<file path="src/slc_pkg.sv">
// Package with field layout, defaults, types and the list of loop configuration behaviours
// Contract
// - Double-buffer bit set holds output-divider writes in shadow; clear applies them; default clear.
// - Four-bit pump current code maps to sixteen ascending steps, 0.31 to 5.00 mA.
// - Lock declared after 40 good detector cycles (bit 0) or 5 (bit 1).
// - Lock precision bit picks phase window: 0 gives 10ns, 1 gives 6ns.
// - Detector sense bit: 0 negative, 1 positive; default positive.
// - Sleep bit 1 enters power-down, 0 normal; resets to 0.
// - Pump tristate bit 1 floats pump output, 0 drives; default 0.
// - Code 010 in low three bits loads the loop control register only.
// - Code 011 in low three bits loads the clock divider register only.
// - Band sequence rate bit: 0 slow about 125kHz, 1 fast up to 500kHz.
// - Divider role: 00 off, 01 fast lock, 10 resync, 11 reserved.
// - Divider ratio equals 12-bit value 1 to 4095, default 1, never zero.
// - Output divide code selects divide 1 to 64; all-ones code reserved.
package slc_pkg;

   localparam int WORD_BITS = 32;

   // Register select codes in the low three bits
   localparam logic [2:0] SEL_LATCH_OUT  = 3'h0;
   localparam logic [2:0] SEL_LOOP_CTRL  = 3'h2;
   localparam logic [2:0] SEL_CLK_DIV    = 3'h3;
   localparam logic [2:0] SEL_OUTPUT_REG = 3'h4;

   // Loop control register field positions
   localparam int POS_SHADOW_EN   = 13;
   localparam int POS_PUMP_CODE   = 9;
   localparam int POS_LOCK_COUNT  = 8;
   localparam int POS_LOCK_WINDOW = 7;
   localparam int POS_SENSE       = 6;
   localparam int POS_SLEEP       = 5;
   localparam int POS_TRISTATE    = 4;

   // Clock divider register field positions
   localparam int POS_BAND_RATE   = 23;
   localparam int POS_DIV_ROLE    = 15;
   localparam int POS_DIV_RATIO   = 3;

   // Output register field positions
   localparam int POS_OUT_DIV     = 20;
   localparam int POS_BAND_DIV    = 12;

   // Reset values and the reserved output divide code
   localparam logic [3:0]  RST_PUMP_CODE = 4'h0;
   localparam logic [1:0]  RST_DIV_ROLE  = 2'h0;
   localparam logic [11:0] RST_DIV_RATIO = 12'h001;
   localparam logic [2:0]  RST_OUT_DIV   = 3'h0;
   localparam logic [7:0]  RST_BAND_DIV  = 8'h01;
   localparam logic [2:0]  OUT_DIV_RSVD  = 3'h7;

   // Lock detector figures
   localparam int LOCK_CYCLES_FRAC = 40;
   localparam int LOCK_CYCLES_INT  = 5;
   localparam int WINDOW_WIDE_NS   = 10;
   localparam int WINDOW_NARROW_NS = 6;

   typedef enum logic [1:0] {
      ROLE_OFF,
      ROLE_FAST_LOCK,
      ROLE_RESYNC,
      ROLE_RESERVED
   } slc_role_t;

   typedef struct packed {
      logic       shadow_update_en;
      logic [3:0] pump_current_code;
      logic       lock_cycle_count_sel;
      logic       lock_window_sel;
      logic       detector_sense_sel;
      logic       sleep_bit;
      logic       pump_tristate;
   } slc_loop_t;

   typedef struct packed {
      logic       band_seq_rate_sel;
      slc_role_t  divider_role_sel;
      logic [11:0] divider_ratio;
   } slc_clkdiv_t;

   // Pump current in units of 10 uA, one step per code
   function automatic logic [9:0] pump_current_10ua(input logic [3:0] code);
      logic [9:0] cur;
      cur = 10'h000;
      case (code)
         4'h0: cur = 10'd31;
         4'h1: cur = 10'd63;
         4'h2: cur = 10'd94;
         4'h3: cur = 10'd125;
         4'h4: cur = 10'd156;
         4'h5: cur = 10'd188;
         4'h6: cur = 10'd219;
         4'h7: cur = 10'd250;
         4'h8: cur = 10'd281;
         4'h9: cur = 10'd313;
         4'hA: cur = 10'd344;
         4'hB: cur = 10'd375;
         4'hC: cur = 10'd406;
         4'hD: cur = 10'd438;
         4'hE: cur = 10'd469;
         default: cur = 10'd500;
      endcase
      return cur;
   endfunction

endpackage

</file>
<file path="src/slc_lock_detect.sv">
// Lock detector counting consecutive in-window phase detector cycles
`timescale 1ns/1ps
`default_nettype none
module slc_lock_detect
   import slc_pkg::*;
#(
   parameter int CYCLES_FRAC = LOCK_CYCLES_FRAC,
   parameter int CYCLES_INT  = LOCK_CYCLES_INT
) (
   input  wire logic       clock,
   input  wire logic       resetn,
   input  wire logic       pfd_strobe,
   input  wire logic [7:0] phase_err_ns,
   input  wire logic       count_sel,
   input  wire logic       window_sel,
   input  wire logic       sleep,
   output var  logic       locked
);

   logic [5:0] good_count;
   logic [5:0] target;
   logic [7:0] window;
   logic       in_window;

   assign target    = count_sel ? 6'(CYCLES_INT) : 6'(CYCLES_FRAC);
   assign window    = window_sel ? 8'(WINDOW_NARROW_NS) : 8'(WINDOW_WIDE_NS);
   assign in_window = phase_err_ns < window;

   always_ff @(posedge clock or negedge resetn) begin
      if (!resetn) begin
         good_count <= 6'h00;
      end else if (sleep) begin
         good_count <= 6'h00;
      end else if (pfd_strobe) begin
         if (!in_window) begin
            good_count <= 6'h00;
         end else if (good_count < target) begin
            good_count <= good_count + 6'h01;
         end
      end
   end

   // One bad cycle drops lock at once; counting must restart from zero
   always_ff @(posedge clock or negedge resetn) begin
      if (!resetn) begin
         locked <= 1'b0;
      end else if (sleep || (pfd_strobe && !in_window)) begin
         locked <= 1'b0;
      end else if (pfd_strobe && good_count + 6'h01 >= target) begin
         locked <= 1'b1;
      end
   end

endmodule
`default_nettype wire

</file>
<file path="src/slc_regs.sv">
// Serial-loaded loop and clock divider configuration registers of the synthesizer
`timescale 1ns/1ps
`default_nettype none
module slc_regs
   import slc_pkg::*;
(
   input  wire logic        clock,
   input  wire logic        resetn,
   input  wire logic        ser_clk,
   input  wire logic        ser_data,
   input  wire logic        ser_load,
   input  wire logic        pfd_strobe,
   input  wire logic [7:0]  phase_err_ns,
   output var  slc_loop_t   loop_cfg,
   output var  slc_clkdiv_t clkdiv_cfg,
   output var  logic [9:0]  pump_current_10ua_out,
   output var  logic        pump_out_en,
   output var  logic        sense_positive,
   output var  logic        power_down,
   output var  logic        fast_lock_en,
   output var  logic        resync_en,
   output var  logic [2:0]  output_divide_code,
   output var  logic [6:0]  output_divide_ratio,
   output var  logic [7:0]  band_seq_clk_div,
   output var  logic        lock_detect
);

   logic [WORD_BITS-1:0] shift;
   logic [WORD_BITS-1:0] word;
   logic                 ser_clk_q;
   logic                 ser_load_q;
   logic                 bit_in;
   logic                 word_done;
   logic [2:0]           sel;
   logic [2:0]           shadow_div;
   logic [2:0]           new_div;
   logic [11:0]          new_ratio;

   // Inputs are synchronous to clock, so a plain previous-value edge detect is safe
   assign bit_in    = ser_clk & ~ser_clk_q;
   assign word_done = ser_load & ~ser_load_q;
   assign word      = shift;
   assign sel       = word[2:0];
   assign new_div   = word[POS_OUT_DIV +: 3];
   assign new_ratio = word[POS_DIV_RATIO +: 12];

   always_ff @(posedge clock or negedge resetn) begin
      if (!resetn) begin
         ser_clk_q  <= 1'b0;
         ser_load_q <= 1'b0;
      end else begin
         ser_clk_q  <= ser_clk;
         ser_load_q <= ser_load;
      end
   end

   // Word shifts in MSB first
   always_ff @(posedge clock or negedge resetn) begin
      if (!resetn) begin
         shift <= 32'h0000_0000;
      end else if (bit_in) begin
         shift <= {shift[WORD_BITS-2:0], ser_data};
      end
   end

   always_ff @(posedge clock or negedge resetn) begin
      if (!resetn) begin
         loop_cfg.shadow_update_en     <= 1'b0;
         loop_cfg.pump_current_code    <= RST_PUMP_CODE;
         loop_cfg.lock_cycle_count_sel <= 1'b0;
         loop_cfg.lock_window_sel      <= 1'b0;
         loop_cfg.detector_sense_sel   <= 1'b1;
         loop_cfg.sleep_bit            <= 1'b0;
         loop_cfg.pump_tristate        <= 1'b0;
      end else if (word_done && sel == SEL_LOOP_CTRL) begin
         loop_cfg.shadow_update_en     <= word[POS_SHADOW_EN];
         loop_cfg.pump_current_code    <= word[POS_PUMP_CODE +: 4];
         loop_cfg.lock_cycle_count_sel <= word[POS_LOCK_COUNT];
         loop_cfg.lock_window_sel      <= word[POS_LOCK_WINDOW];
         loop_cfg.detector_sense_sel   <= word[POS_SENSE];
         loop_cfg.sleep_bit            <= word[POS_SLEEP];
         loop_cfg.pump_tristate        <= word[POS_TRISTATE];
      end
   end

   // A zero ratio is not allowed, so such a write keeps the old ratio
   always_ff @(posedge clock or negedge resetn) begin
      if (!resetn) begin
         clkdiv_cfg.band_seq_rate_sel <= 1'b0;
         clkdiv_cfg.divider_role_sel  <= ROLE_OFF;
         clkdiv_cfg.divider_ratio     <= RST_DIV_RATIO;
      end else if (word_done && sel == SEL_CLK_DIV) begin
         clkdiv_cfg.band_seq_rate_sel <= word[POS_BAND_RATE];
         clkdiv_cfg.divider_role_sel  <= slc_role_t'(word[POS_DIV_ROLE +: 2]);
         if (new_ratio != 12'h000) begin
            clkdiv_cfg.divider_ratio <= new_ratio;
         end
      end
   end

   // Output divider: staged while double buffering, released by the next latch-out word
   always_ff @(posedge clock or negedge resetn) begin
      if (!resetn) begin
         shadow_div         <= RST_OUT_DIV;
         output_divide_code <= RST_OUT_DIV;
         band_seq_clk_div   <= RST_BAND_DIV;
      end else if (word_done && sel == SEL_OUTPUT_REG) begin
         if (word[POS_BAND_DIV +: 8] != 8'h00) begin
            band_seq_clk_div <= word[POS_BAND_DIV +: 8];
         end
         if (new_div != OUT_DIV_RSVD) begin
            shadow_div <= new_div;
            if (!loop_cfg.shadow_update_en) begin
               output_divide_code <= new_div;
            end
         end
      end else if (word_done && sel == SEL_LATCH_OUT && loop_cfg.shadow_update_en) begin
         output_divide_code <= shadow_div;
      end
   end

   // Decoded outputs lag their field by one clock so every port is a flop
   always_ff @(posedge clock or negedge resetn) begin
      if (!resetn) begin
         pump_current_10ua_out <= 10'd31;
         pump_out_en           <= 1'b1;
         sense_positive        <= 1'b1;
         power_down            <= 1'b0;
         fast_lock_en          <= 1'b0;
         resync_en             <= 1'b0;
         output_divide_ratio   <= 7'h01;
      end else begin
         pump_current_10ua_out <= pump_current_10ua(loop_cfg.pump_current_code);
         pump_out_en           <= ~loop_cfg.pump_tristate & ~loop_cfg.sleep_bit;
         sense_positive        <= loop_cfg.detector_sense_sel;
         power_down            <= loop_cfg.sleep_bit;
         fast_lock_en          <= clkdiv_cfg.divider_role_sel == ROLE_FAST_LOCK;
         resync_en             <= clkdiv_cfg.divider_role_sel == ROLE_RESYNC;
         output_divide_ratio   <= 7'h01 << output_divide_code;
      end
   end

   slc_lock_detect #(
      .CYCLES_FRAC (LOCK_CYCLES_FRAC),
      .CYCLES_INT  (LOCK_CYCLES_INT)
   ) u_lock (
      .clock        (clock),
      .resetn       (resetn),
      .pfd_strobe   (pfd_strobe),
      .phase_err_ns (phase_err_ns),
      .count_sel    (loop_cfg.lock_cycle_count_sel),
      .window_sel   (loop_cfg.lock_window_sel),
      .sleep        (loop_cfg.sleep_bit),
      .locked       (lock_detect)
   );

endmodule
`default_nettype wire

</file>
<file path="config.mk">
export PLATFORM = sky130hd
export DESIGN_NAME = slc_regs
export DESIGN_NICKNAME = d
export VERILOG_FILES = /design/src/slc_pkg.sv /design/src/slc_lock_detect.sv /design/src/slc_regs.sv
export SDC_FILE = /design/constraint.sdc
export NUM_CORES = 1
export LEC_CHECK = 0
export BUFFER_PORTS_ARGS = -buffer_cell sky130_fd_sc_hd__buf_2
export CAP_MARGIN = 15
export CORE_ASPECT_RATIO = 0.8
export CORE_UTILIZATION = 50
export DETAILED_ROUTE_END_ITERATION = 6
export PLACE_DENSITY_LB_ADDON = 0.2
export SETUP_SLACK_MARGIN = 0.02
export SKIP_LAST_GASP = 1
export SLEW_MARGIN = 20
export SYNTH_ARGS = -nofsm -noshare
export SYNTH_HDL_FRONTEND = slang
export SYNTH_SLANG_ARGS = --single-unit
</file>
<file path="constraint.sdc">
create_clock -name clock -period 4.43 [get_ports clock]
set_input_delay 0.6645 -clock clock [delete_from_list [all_inputs] [get_ports clock]]
set_output_delay 0.6645 -clock clock [all_outputs]
set_load 0.005 [all_outputs]
</file>
# Word level (Yosys, flattened, before mapping)
# Memory sizes are Yosys's and may differ from the RTL's. A register that Yosys moved wholly into a read port is not among the register bits.
# Cells that the tools add are included.
# totals
reg_bits	94
rom_bits	128
inputBits	14
output_inout_bits	59
wordCells	80
memories	1
# classes
n_addsub	1
order_cmp	3
eq_ne	9
n_shift	1
n_mux	12
n_bitwise	7
reduce_logical	21
# memory_table
memory	words	word_bits	rd	rd_clocked_by_memory_dff	wr	line_no	source
(no name shown)	16	8	1	1	0	slc_pkg.sv:85	case (code)
# op_table
operator	n
two-way mux 6 bit	5
two-way mux 3 bit	4
nonzero test 12 bit	1
less-than comparator 8 bit	1
AND reduction 2 bit	4
nonzero test 8 bit	1
logical AND 1 bit	7
<< shifter 1 x 3 -> 7 bit (first input constant)	1
adder 6 x 1 -> 6 bit (second input constant)	1
== test 3 x 2 -> 1 bit (second input constant)	2
greater-or-equal comparator 6 bit	1
less-than comparator 6 bit	1
!= test 3 bit (second input constant)	2
nonzero test 2 bit	3
two-way mux 4 bit	1
NOT 1 bit	4
bitwise AND 1 bit	3
== test 3 bit (second input constant)	1
logical NOT 3 bit	1
AND reduction 3 bit	1
== test 2 x 1 -> 1 bit (second input constant)	1
== test 2 bit (second input constant)	1
logical NOT 1 bit	2
two-way mux 1 bit	2
other kinds (3)	3

# Longest topological paths before layout
# Gate-level depths: netlist of run 1.
# logic_depth
depth_word	6
depth_mapped	8
mapped_depth_nobuf	8

# Hierarchy
# Synthesis of run 1 repeated with hierarchy kept, for this count alone.
# hier_totals
cells_unflattened	271
hier_area_um2	3849.9
# by_module_without_submodules
mod	n_inst	cells_per_inst	area_each_um2	seq_area_each_um2
slc_regs	1	207	3233.1	2139.6
slc_lock_detect	1	64	616.8	175.2

# Worst setup path after synthesis of run 1
# Ideal clock, no wire load.
# synth_timing
kind	input to register
from	input port phase_err_ns[3]
to	register u_lock.good_count[5]
setup_ns	0.065
arrival_time_ns	1.781
required_time_ns	4.365
setup_slack_ns	2.583
stages	6
cell_sequence	ha_1 nor4_1 o211ai_1 o21ai_0 and2_4 a22o_1
# synth_via
elab_chain_len	4
word_cells_on_any_way	6
cone_classes	order compare (1); eq/ne (1); mux (3); reduce/logical (1)
# synth_rtl
item	line_no	source
from (decl)	slc_regs.sv:13	input wire logic [7:0] phase_err_ns,
less-than comparator 8 bit *	slc_lock_detect.sv:27	assign in_window = phase_err_ns < window;
two-way mux 6 bit	slc_lock_detect.sv:35	if (!in_window) begin
two-way mux 6 bit	slc_lock_detect.sv:34	end else if (pfd_strobe) begin
two-way mux 6 bit	slc_lock_detect.sv:32	end else if (sleep) begin
to (signal assigned)	slc_lock_detect.sv:38	good_count <= good_count + 6'h01;
to (decl)	slc_lock_detect.sv:20	logic [5:0] good_count;
# Mark *: on every way between the ends. The rest lies on a longest branch, timed or not. The select of a mux whose other input is x is not followed.
# A chain may end at the register's enable or synchronous reset.

# Final worst setup path of run 1
# layout_timing
from	register loop_cfg[4] (netlist name)
to	register u_lock.good_count[5]
# layout_via
elab_chain_len	4
# layout_rtl
item	line_no	source
from (decl)	slc_regs.sv:14	output var slc_loop_t loop_cfg,
two-way mux 6 bit	slc_lock_detect.sv:25	assign target = count_sel ? 6'(CYCLES_INT) : 6'(CYCLES_FRAC);
less-than comparator 6 bit	slc_lock_detect.sv:37	end else if (good_count < target) begin
!= test 3 bit (no line)	--	
AND reduction 2 bit (no line)	--	
# No other way between the ends.

==> results.py, run 1 <==
metrics = {
    "run_status": {
        "status": "finished clean",
    },
    "sta": {
        "slew_violations": 0,
        "fin_crit_ps": 2060,
        "period_share_pct": 46.4,
        "tns_ps": 0,
        "hold_viol": 0,
        "setup-violations-final": 0,
        "rsz0062_at_grt": "no",
        "relSlewSlack_pct": 36.9,
        "skew_ps": 9.15,
        "max_freq_mhz": 486,
        "worst_pin_slew_ps": 943,
    },
    "yosys": {
        "synthFlopType": "dfrtp_1",
        "yosysWarnings": 0,
        "synth_edf_count": 0,
        "synth_cell_types": 49,
        "synthesis.nets": 306,
        "async_flop_share_pct": 100,
        "avgSynthCellArea_um2": 13.7,
        "synth_seq_cells": 92,
        "seq_area_frac_synth_pct": 60.2,
        "postSynthCellCount": 281,
        "syn_area_um2": 3850,
    },
    "cells_and_area": {
        "layout_common_cells": "82 x dfrtp_1, 68 x buf_2, 48 x mux2_2",
        "seq_area_um2": 2310,
        "finish.instance_area_um2": 4450,
        "final_common_cell": "dfrtp_1",
        "fill_cells": 626,
        "syn2layout_area_growth_pct": 15.7,
        "final_util_pct": 60.0,
        "n_antenna_cell": 0,
        "nets": 376,
        "multi_input_area_um2": 1420,
        "layout-drive-gt1-share_pct": 44.4,
    },
    "pwr": {
        "powerDensity_nw_per_um2": 571,
        "max-vdd-ir-drop_mv": 0.261,
        "p_leak_nw": 2.29,
    },
    "clocking": {
        "clk_latency_ps": 350,
        "cts_buffer_depth": 2,
        "ctsHtreeMaxLevel": 3,
        "postCtsSetupBuffers": 0,
        "cts_resized": 0,
        "cts_buffers": 9,
        "cts_root_buf": "clkbuf_8",
        "path_clk_slew_ps": 90,
        "ctsHoldBuffers": 0,
        "cts_tree": "built",
        "cts.sinks": 92,
    },
    "floorplan": {
        "ios": 73,
        "dieArea_um2": 8050,
        "core_um2": 7430,
        "die-width_um": 100,
        "die_h_um": 80.5,
        "rows": 28,
        "start_util_pct": 51.8,
    },
    "worst_setup_path": {
        "cp_max_fo": 8,
        "required_ps": 4670,
        "startpoint_type": "flip-flop",
        "cp-end-kind": "flip-flop",
        "worstPathArrival_ps": 2300,
        "path_class": "flip-flop to flip-flop",
    },
    "routing": {
        "drt-wirelength-per-cell_um": 14.4,
        "via_per_inst": 5.09,
        "dr.pass1.iters": 4,
        "wl_um": 6660,
        "drc": 0,
        "drt_iter0_markers": 50,
        "ant_nets": 0,
        "vias": 2348,
    },
    "job": {
        "cap_violations": 0,
    },
    "worst_hold_path": {
        "hold_path_class": "flip-flop to flip-flop",
    },
    "place": {
        "numPortBuffers": 69,
        "globalplace.congestion": 0.813,
        "dp_hpwl_um": 4550,
        "place_area_um2": 4260,
    },
    "grt": {
        "grt_start_max_net_pins": 69,
        "grt_overflow": 0,
        "grt_pass1_wl_um": 10900,
        "antenna_found_initial": 0,
        "grt_usage_pct": 17.8,
        "grt_pass1_vias": 2179,
    },
}
[metal layers]
layer	GRT usage [%]	part of all wire, %	vias up	wire length (um)
met5	0	0	-	0
met4	4.35	0.98	0	65
met3	6.70	5.8	7	385
met2	26.8	45	59	2980
met1	24.4	48	1147	3220
li1	-	-	1135	-
[stage by stage]
| step | hold WS, ps | worst slack, ps | instances | power, mW |
|---|---|---|---|---|
| 4_1_cts | 384 | 2360 | 461 | 2.57 |
| 2_1_floorplan | 368 | 2580 | 281 | 1.72 |
| 5_1_grt | 393 | 2200 | 461 | 2.72 |
| 3_5_place_dp | 371 | 2010 | 445 | 2.02 |
| 6_report | 381 | 2370 | 461 | 2.54 |
| 3_3_place_gp | 368 | 2050 | 445 | 1.99 |
[power by group]
part / total, mW / switching [mW] / internal [mW]
registers: 1.36 / 0.231 / 1.13
clock network: 0.550 / 0.274 / 0.276
logic: 0.632 / 0.264 / 0.368
[worst paths after layout]
path,from,to,slack (ps),cells after the start
hold reg to reg,loop_cfg[2]$_DFFE_PN1P_,sense_positive$_DFF_PN1_,380,0
min in group asynchronous,resetn,u_lock.good_count[0]$_DFFE_PN0P_,410,1
setup reg to reg,loop_cfg[4]$_DFFE_PN0P_,u_lock.good_count[5]$_DFFE_PN0P_,2370,6
hold / removal,loop_cfg[2]$_DFFE_PN1P_,sense_positive$_DFF_PN1_,380,0
max in group asynchronous,resetn,loop_cfg[2]$_DFFE_PN1P_,3120,2
setup / recovery,loop_cfg[4]$_DFFE_PN0P_,u_lock.good_count[5]$_DFFE_PN0P_,2370,6
[worst max-delay path, stage by stage, from the launching register on]
cell       delay, ps
dfrtp_1          520
inv_1            130
ha_1             310
a2111oi_2        370
o21ai_1          180
and2_4           220
a22o_1           220
[registers in the layout, summed over array words and instances, names as in the netlist]
signal                 cells
pump_current_10ua_out      8
clkdiv_cfg                15
shift                     24
ser_clk_q                  1
sense_positive             1
u_lock.good_count          6
resync_en                  1
fast_lock_en               1
ser_load_q                 1
output_divide_code         3
pump_out_en                1
u_lock.locked              1
output_divide_ratio        7
shadow_div                 3
band_seq_clk_div           8
power_down                 1
loop_cfg                  10
[area by class of cell]
cell class              instances  area share, %
repair buffers                 70           7.98
well taps                     105           2.95
clock buffers                  12           3.26
flip-flops and latches         92           52.0
inverters                      11          0.927
multi-input cells             167           31.8
clock inverters                 4           1.10
[Yosys cell counts, types with 3 or more instances]
library cell,count,area share (%)
inv_1,11,1.1
ha_1,11,3.6
dfrtp_1,82,53
mux2_4,6,2.3
buf_4,5,0.98
mux2_2,48,14
nor3b_1,3,0.59
o22a_1,3,0.68
a21oi_1,6,0.78
dfstp_2,10,6.8
o21ai_0,10,1.3
and3b_1,3,0.68
nor2_1,9,0.88
nand2b_1,5,0.81
nor3_1,5,0.65
nand2_1,14,1.4
nand3_1,3,0.39
nor2b_1,4,0.65
a31oi_1,3,0.49
[cells by family (layout without fill, tap and decap cells)]
family                     Yosys count  after routing  synth area share [%]
other                                2              2                 0.195
AOI/OAI and AO/OA                   41             41                  7.38
buffers and inverters               22             97                  3.09
adders and majority gates           11             11                  3.58
and+or+nand+nor                     54             54                  8.03
muxes                               55             55                  16.7
xor gates and xnor gates             4              4                 0.911
DFF                                 92             92                  60.2
(Power assumes the default switching activity.)
==> run 2: changes to the inputs <==
Clock period 4.43 ns to 2.1 ns, I/O delays scaled along.
==> results.py, run 2 (synthesis results as in run 1) <==
metrics = {
    "run_status": {
        "status": "finished clean",
    },
    "worst_hold_path": {
        "hold_depth": 1,
        "hold_path_class": "input port to flip-flop",
    },
    "pwr": {
        "max-vdd-ir-drop_mv": 0.493,
        "netSwitchingFraction_pct": 29.9,
        "p_int_mw": 3.85,
        "p_leak_nw": 2.32,
        "p_seq_share_pct": 52.0,
        "p_clk_share_pct": 23.1,
        "powerDensity_nw_per_um2": 1210,
        "comb_power_share_pct": 24.9,
        "switchingPower_mw": 1.64,
    },
    "grt": {
        "grt_usage_pct": 17.4,
        "antenna_found_initial": 0,
        "grt_overflow": 0,
        "grt_pass1_vias": 2188,
        "grt_pass1_wl_um": 10900,
        "grt_start_max_net_pins": 46,
    },
    "clocking": {
        "cts_root_buf": "clkbuf_8",
        "ctsHtreeMaxLevel": 3,
        "cts_resized": 0,
        "clk_latency_ps": 350,
        "cts_tree": "built",
        "postCtsSetupBuffers": 0,
        "cts.sinks": 92,
        "cts_buffers": 9,
        "ctsHoldBuffers": 1,
        "cts_buffer_depth": 2,
        "path_clk_slew_ps": 90,
    },
    "routing": {
        "via_per_inst": 5.03,
        "dr.pass1.iters": 4,
        "drc": 0,
        "drt-wirelength-per-cell_um": 14.2,
        "drt_iter0_markers": 91,
        "wl_um": 6640,
        "ant_nets": 0,
        "vias": 2347,
    },
    "sta": {
        "fin_crit_ps": 1840,
        "rsz0062_at_grt": "no",
        "period_share_pct": 87.4,
        "skew_ps": 10.2,
        "hold_viol": 0,
        "setup_slack_ps": 264,
        "tns_ps": 0,
        "slew_violations": 0,
        "worst_pin_slew_ps": 526,
        "max_freq_mhz": 545,
        "finalHoldWorstSlack_ps": 91.5,
        "relSlewSlack_pct": 64.8,
        "setup-violations-final": 0,
    },
    "place": {
        "globalplace.congestion": 0.843,
        "place_inst": 450,
        "pre_cts_slack_ps": 266,
        "numPortBuffers": 69,
        "dp_hpwl_um": 4650,
    },
    "job": {
        "cap_violations": 0,
    },
    "worst_setup_path": {
        "cp_max_fo": 5,
        "startpoint_type": "flip-flop",
        "required_ps": 2340,
        "path_class": "flip-flop to flip-flop",
        "worstPathArrival_ps": 2080,
        "cp-end-kind": "flip-flop",
        "r2r_cells": 6,
    },
    "cells_and_area": {
        "nets": 382,
        "syn2layout_area_growth_pct": 17.8,
        "n_antenna_cell": 0,
        "final_util_pct": 61.0,
        "largest-register": "shift",
        "finalNonFillerCells": 467,
        "layout-drive-gt1-share_pct": 45.0,
        "largest_register_ffs": 24,
        "layout_common_cells": "82 x dfrtp_1, 68 x buf_2, 48 x mux2_2",
        "top_regs": "shift (24), clkdiv_cfg (15), loop_cfg (10)",
        "final_common_cell": "dfrtp_1",
    },
    "floorplan": {
        "ios": 73,
        "die-width_um": 100,
        "start_util_pct": 51.8,
        "dieArea_um2": 8050,
        "rows": 28,
        "die_h_um": 80.5,
        "core_um2": 7430,
    },
}
## run 2: changes by cell type in the layout (fill, tap and decap cells not counted)
| cell | previous run | this run |
|---|---|---|
| clkbuf_8 | 10 | 9 |
| nand2b_2 | 1 | 0 |
| buf_12 | 0 | 1 |
| clkbuf_1 | 2 | 1 |
| nand2b_1 | 4 | 5 |
| bufinv_16 | 1 | 2 |
| dlygate4sd3_1 | 0 | 1 |
| clkinvlp_4 | 0 | 2 |
| buf_4 | 2 | 6 |
| clkinv_2 | 2 | 1 |
## run 2: worst paths after layout
| check | startpoint | to | slack, ps |
|---|---|---|---|
| max reg2reg | loop_cfg[4]$_DFFE_PN0P_ | u_lock.good_count[5]$_DFFE_PN0P_ | 260 |
| min reg2reg | loop_cfg[2]$_DFFE_PN1P_ | sense_positive$_DFF_PN1_ | 380 |
| max in group asynchronous | resetn | pump_current_10ua_out[3]$_DFF_PN1_ | 1020 |
| min | ser_clk | ser_clk_q$_DFF_PN0_ | 90 |
| min in group asynchronous | resetn | u_lock.good_count[3]$_DFFE_PN0P_ | 450 |
| max | loop_cfg[4]$_DFFE_PN0P_ | u_lock.good_count[5]$_DFFE_PN0P_ | 260 |
## run 2: layer usage
metal / part of all wire [%] / global-route usage, % / vias up
li1: - / - / 1144
met1: 50 / 25.2 / 1140
met2: 44 / 25.6 / 55
met3: 5.4 / 5.66 / 8
met4: 0.77 / 3.91 / 0
met5: 0 / 0 / -
## run 2: through the flow
stage	power [mW]	area, um2
CTS	5.57	4530
finish	5.49	4530
detailed placement	4.28	4310
floorplan	3.64	3850
global route	5.86	4530
global placement	4.22	4310
## run 2: area by class of cell
type,count,area [um2]
sequential,92,2310
inverter,11,41.3
clock buffer,10,128
clock inverter,6,88.8
fill,652,2890
timing repair buffer,76,415
multi-input combinational,167,1410
tap,105,131
## run 2: critical path: stages, from the launching register on
cell,delay [ps]
dfrtp_1,400
inv_1,90
ha_1,300
a2111oi_2,340
o21ai_1,170
and2_4,210
a22o_1,220
## run 2: power by group through the flow
stage	clock [mW]	sequential, mW	combinational (mW)
6_report	1.27	2.85	1.37
5_1_grt	1.38	2.95	1.54
4_1_cts	1.32	2.86	1.40
3_5_place_dp	0	2.89	1.39
3_3_place_gp	0	2.86	1.35
2_1_floorplan	0	2.83	0.812
==> run 3: changes to the inputs <==
Settings changed: CORE_ASPECT_RATIO 0.8 to 0.75.
==> results.py, run 3 (synthesis results as in run 1) <==
metrics = {
    "run_status": {
        "status": "finished clean",
    },
    "pwr": {
        "netSwitchingFraction_pct": 31.3,
        "switchingPower_mw": 1.65,
        "powerDensity_nw_per_um2": 1170,
        "comb_power_share_pct": 26.2,
        "max-vdd-ir-drop_mv": 0.551,
        "p_seq_share_pct": 54.2,
        "p_clk_share_pct": 19.6,
        "totalPowerFinal_mw": 5.26,
        "p_int_mw": 3.61,
        "p_leak_nw": 2.31,
    },
    "cells_and_area": {
        "largest_register_ffs": 24,
        "n_antenna_cell": 0,
        "fill_cells": 589,
        "top_regs": "shift (24), clkdiv_cfg (15), loop_cfg (10)",
        "nets": 385,
        "finish.instance_area_um2": 4500,
        "layout-drive-gt1-share_pct": 45.5,
        "syn2layout_area_growth_pct": 17.0,
        "largest-register": "shift",
        "finalNonFillerCells": 466,
        "layout_common_cells": "82 x dfrtp_1, 68 x buf_2, 48 x mux2_2",
        "final_common_cell": "dfrtp_1",
    },
    "sta": {
        "setup_slack_ps": 239,
        "max_freq_mhz": 537,
        "hold_viol": 0,
        "period_share_pct": 88.6,
        "setup-violations-final": 0,
        "tns_ps": 0,
        "skew_ps": 8.04,
        "fin_crit_ps": 1860,
        "slew_violations": 0,
        "rsz0062_at_grt": "no",
    },
    "clocking": {
        "cts.sinks": 92,
        "cts_root_buf": "clkbuf_8",
        "cts_buffer_depth": 2,
        "path_clk_slew_ps": 90,
        "clk_latency_ps": 360,
        "cts_buffers": 9,
        "cts_tree": "built",
        "cts_resized": 0,
        "postCtsSetupBuffers": 0,
        "ctsHtreeMaxLevel": 3,
    },
    "routing": {
        "vias": 2377,
        "drc": 0,
        "drt-wirelength-per-cell_um": 14.5,
        "dr.pass1.iters": 4,
        "wl_um": 6740,
        "via_per_inst": 5.10,
        "drt_iter0_markers": 73,
        "ant_nets": 0,
    },
    "grt": {
        "grt_usage_pct": 19.0,
        "grt_overflow": 0,
        "grt_pass1_wl_um": 11300,
        "grt_start_max_net_pins": 33,
        "antenna_found_initial": 0,
        "grt_pass1_vias": 2322,
    },
    "floorplan": {
        "start_util_pct": 52.0,
        "core_um2": 7400,
        "dieArea_um2": 8050,
        "rows": 27,
        "die-width_um": 103,
        "die_h_um": 78.0,
        "ios": 73,
    },
    "worst_setup_path": {
        "cp_max_fo": 6,
        "path_delay_family": "compound AO/OA/AOI/OAI gates",
        "path_class": "flip-flop to flip-flop",
        "worstPathArrival_ps": 2120,
        "cpMaxStageDelayCell": "dfrtp_1",
        "startpoint_type": "flip-flop",
        "cp-end-kind": "flip-flop",
        "crit_chain": "inv_1, ha_1, nand2b_1, a2111oi_2, o21ai_1, and2_4, a22o_1",
        "cpPeakStageDelay_ps": 460,
        "reg2reg_from": "u_lock.good_count[0]$_DFFE_PN0P_",
        "critPathLaunch": "u_lock.good_count[0]$_DFFE_PN0P_",
        "crit_buf_inv": 1,
        "required_ps": 2360,
    },
    "place": {
        "numPortBuffers": 69,
        "pre_cts_slack_ps": 239,
        "place_area_um2": 4320,
        "place_inst": 449,
        "dp_hpwl_um": 4830,
        "globalplace.congestion": 0.820,
    },
    "worst_hold_path": {
        "hold_path_class": "input port to flip-flop",
        "hp-start": "ser_clk",
    },
    "job": {
        "cap_violations": 0,
    },
}
-- run 3: cell types whose count changed in the layout (fill, tap and decap cells not counted), sizes merged --
cell | previous run | this run
buf | 75 | 78
bufinv | 2 | 0
clkinv | 2 | 3
clkinvlp | 2 | 3
-- run 3: stage by stage --
stage               util (%)  hold WS (ps)
detailed placement      58.4           276
global route            60.9          54.3
CTS                     60.9          60.1
floorplan                  -          19.4
global placement        58.4           279
finish                  60.9          82.9
-- run 3: power by group through the flow --
stage,combinational (mW),clock (mW),sequential [mW]
3_5_place_dp,1.40,0,2.89
5_1_grt,1.57,1.15,2.95
6_report,1.38,1.03,2.85
2_1_floorplan,0.812,0,2.83
3_3_place_gp,1.36,0,2.86
4_1_cts,1.41,1.07,2.86
-- run 3: timing repair --
item                                   CTS  global route
setup endpoints to repair                0             0
hold buffers                             1             0
endpoints found under the hold margin   24             0
-- run 3: path summary, 6_finish.rpt --
| kind | to | cells past startpoint | slack (ps) |
|---|---|---|---|
| worst max-delay path | u_lock.good_count[5]$_DFFE_PN0P_ | 7 | 240 |
| worst min-delay path | ser_clk_q$_DFF_PN0_ | 1 | 80 |
| worst max register to register | u_lock.good_count[5]$_DFFE_PN0P_ | 7 | 240 |
| worst min register to register | sense_positive$_DFF_PN1_ | 0 | 370 |
| max in group asynchronous | loop_cfg[2]$_DFFE_PN1P_ | 3 | 1000 |
| min in group asynchronous | u_lock.good_count[5]$_DFFE_PN0P_ | 2 | 420 |
-- run 3: worst reg2reg max path, stage by stage (launching register included) --
cell	delay, ps
dfrtp_1	460
inv_1	90
ha_1	140
nand2b_1	60
a2111oi_2	390
o21ai_1	180
and2_4	210
a22o_1	220
-- run 3: layer usage --
| metal | global-route usage (%) | part of all wire, % | up-vias |
|---|---|---|---|
| met1 | 27.6 | 52 | 1153 |
| met5 | 0 | 0 | - |
| met3 | 6.94 | 4.9 | 9 |
| met4 | 5.07 | 1.0 | 0 |
| li1 | - | - | 1153 |
| met2 | 26.7 | 42 | 62 |
-- run 3: layout make-up --
| class | instances | area, um2 | area share, % |
|---|---|---|---|
| tap | 101 | 126 | 2.81 |
| multi-input combinational | 167 | 1410 | 31.4 |
| clock buffer | 10 | 128 | 2.83 |
| clock inverter | 6 | 41.3 | 0.917 |
| timing repair buffer | 79 | 438 | 9.72 |
| sequential | 92 | 2310 | 51.4 |
| inverter | 11 | 41.3 | 0.917 |
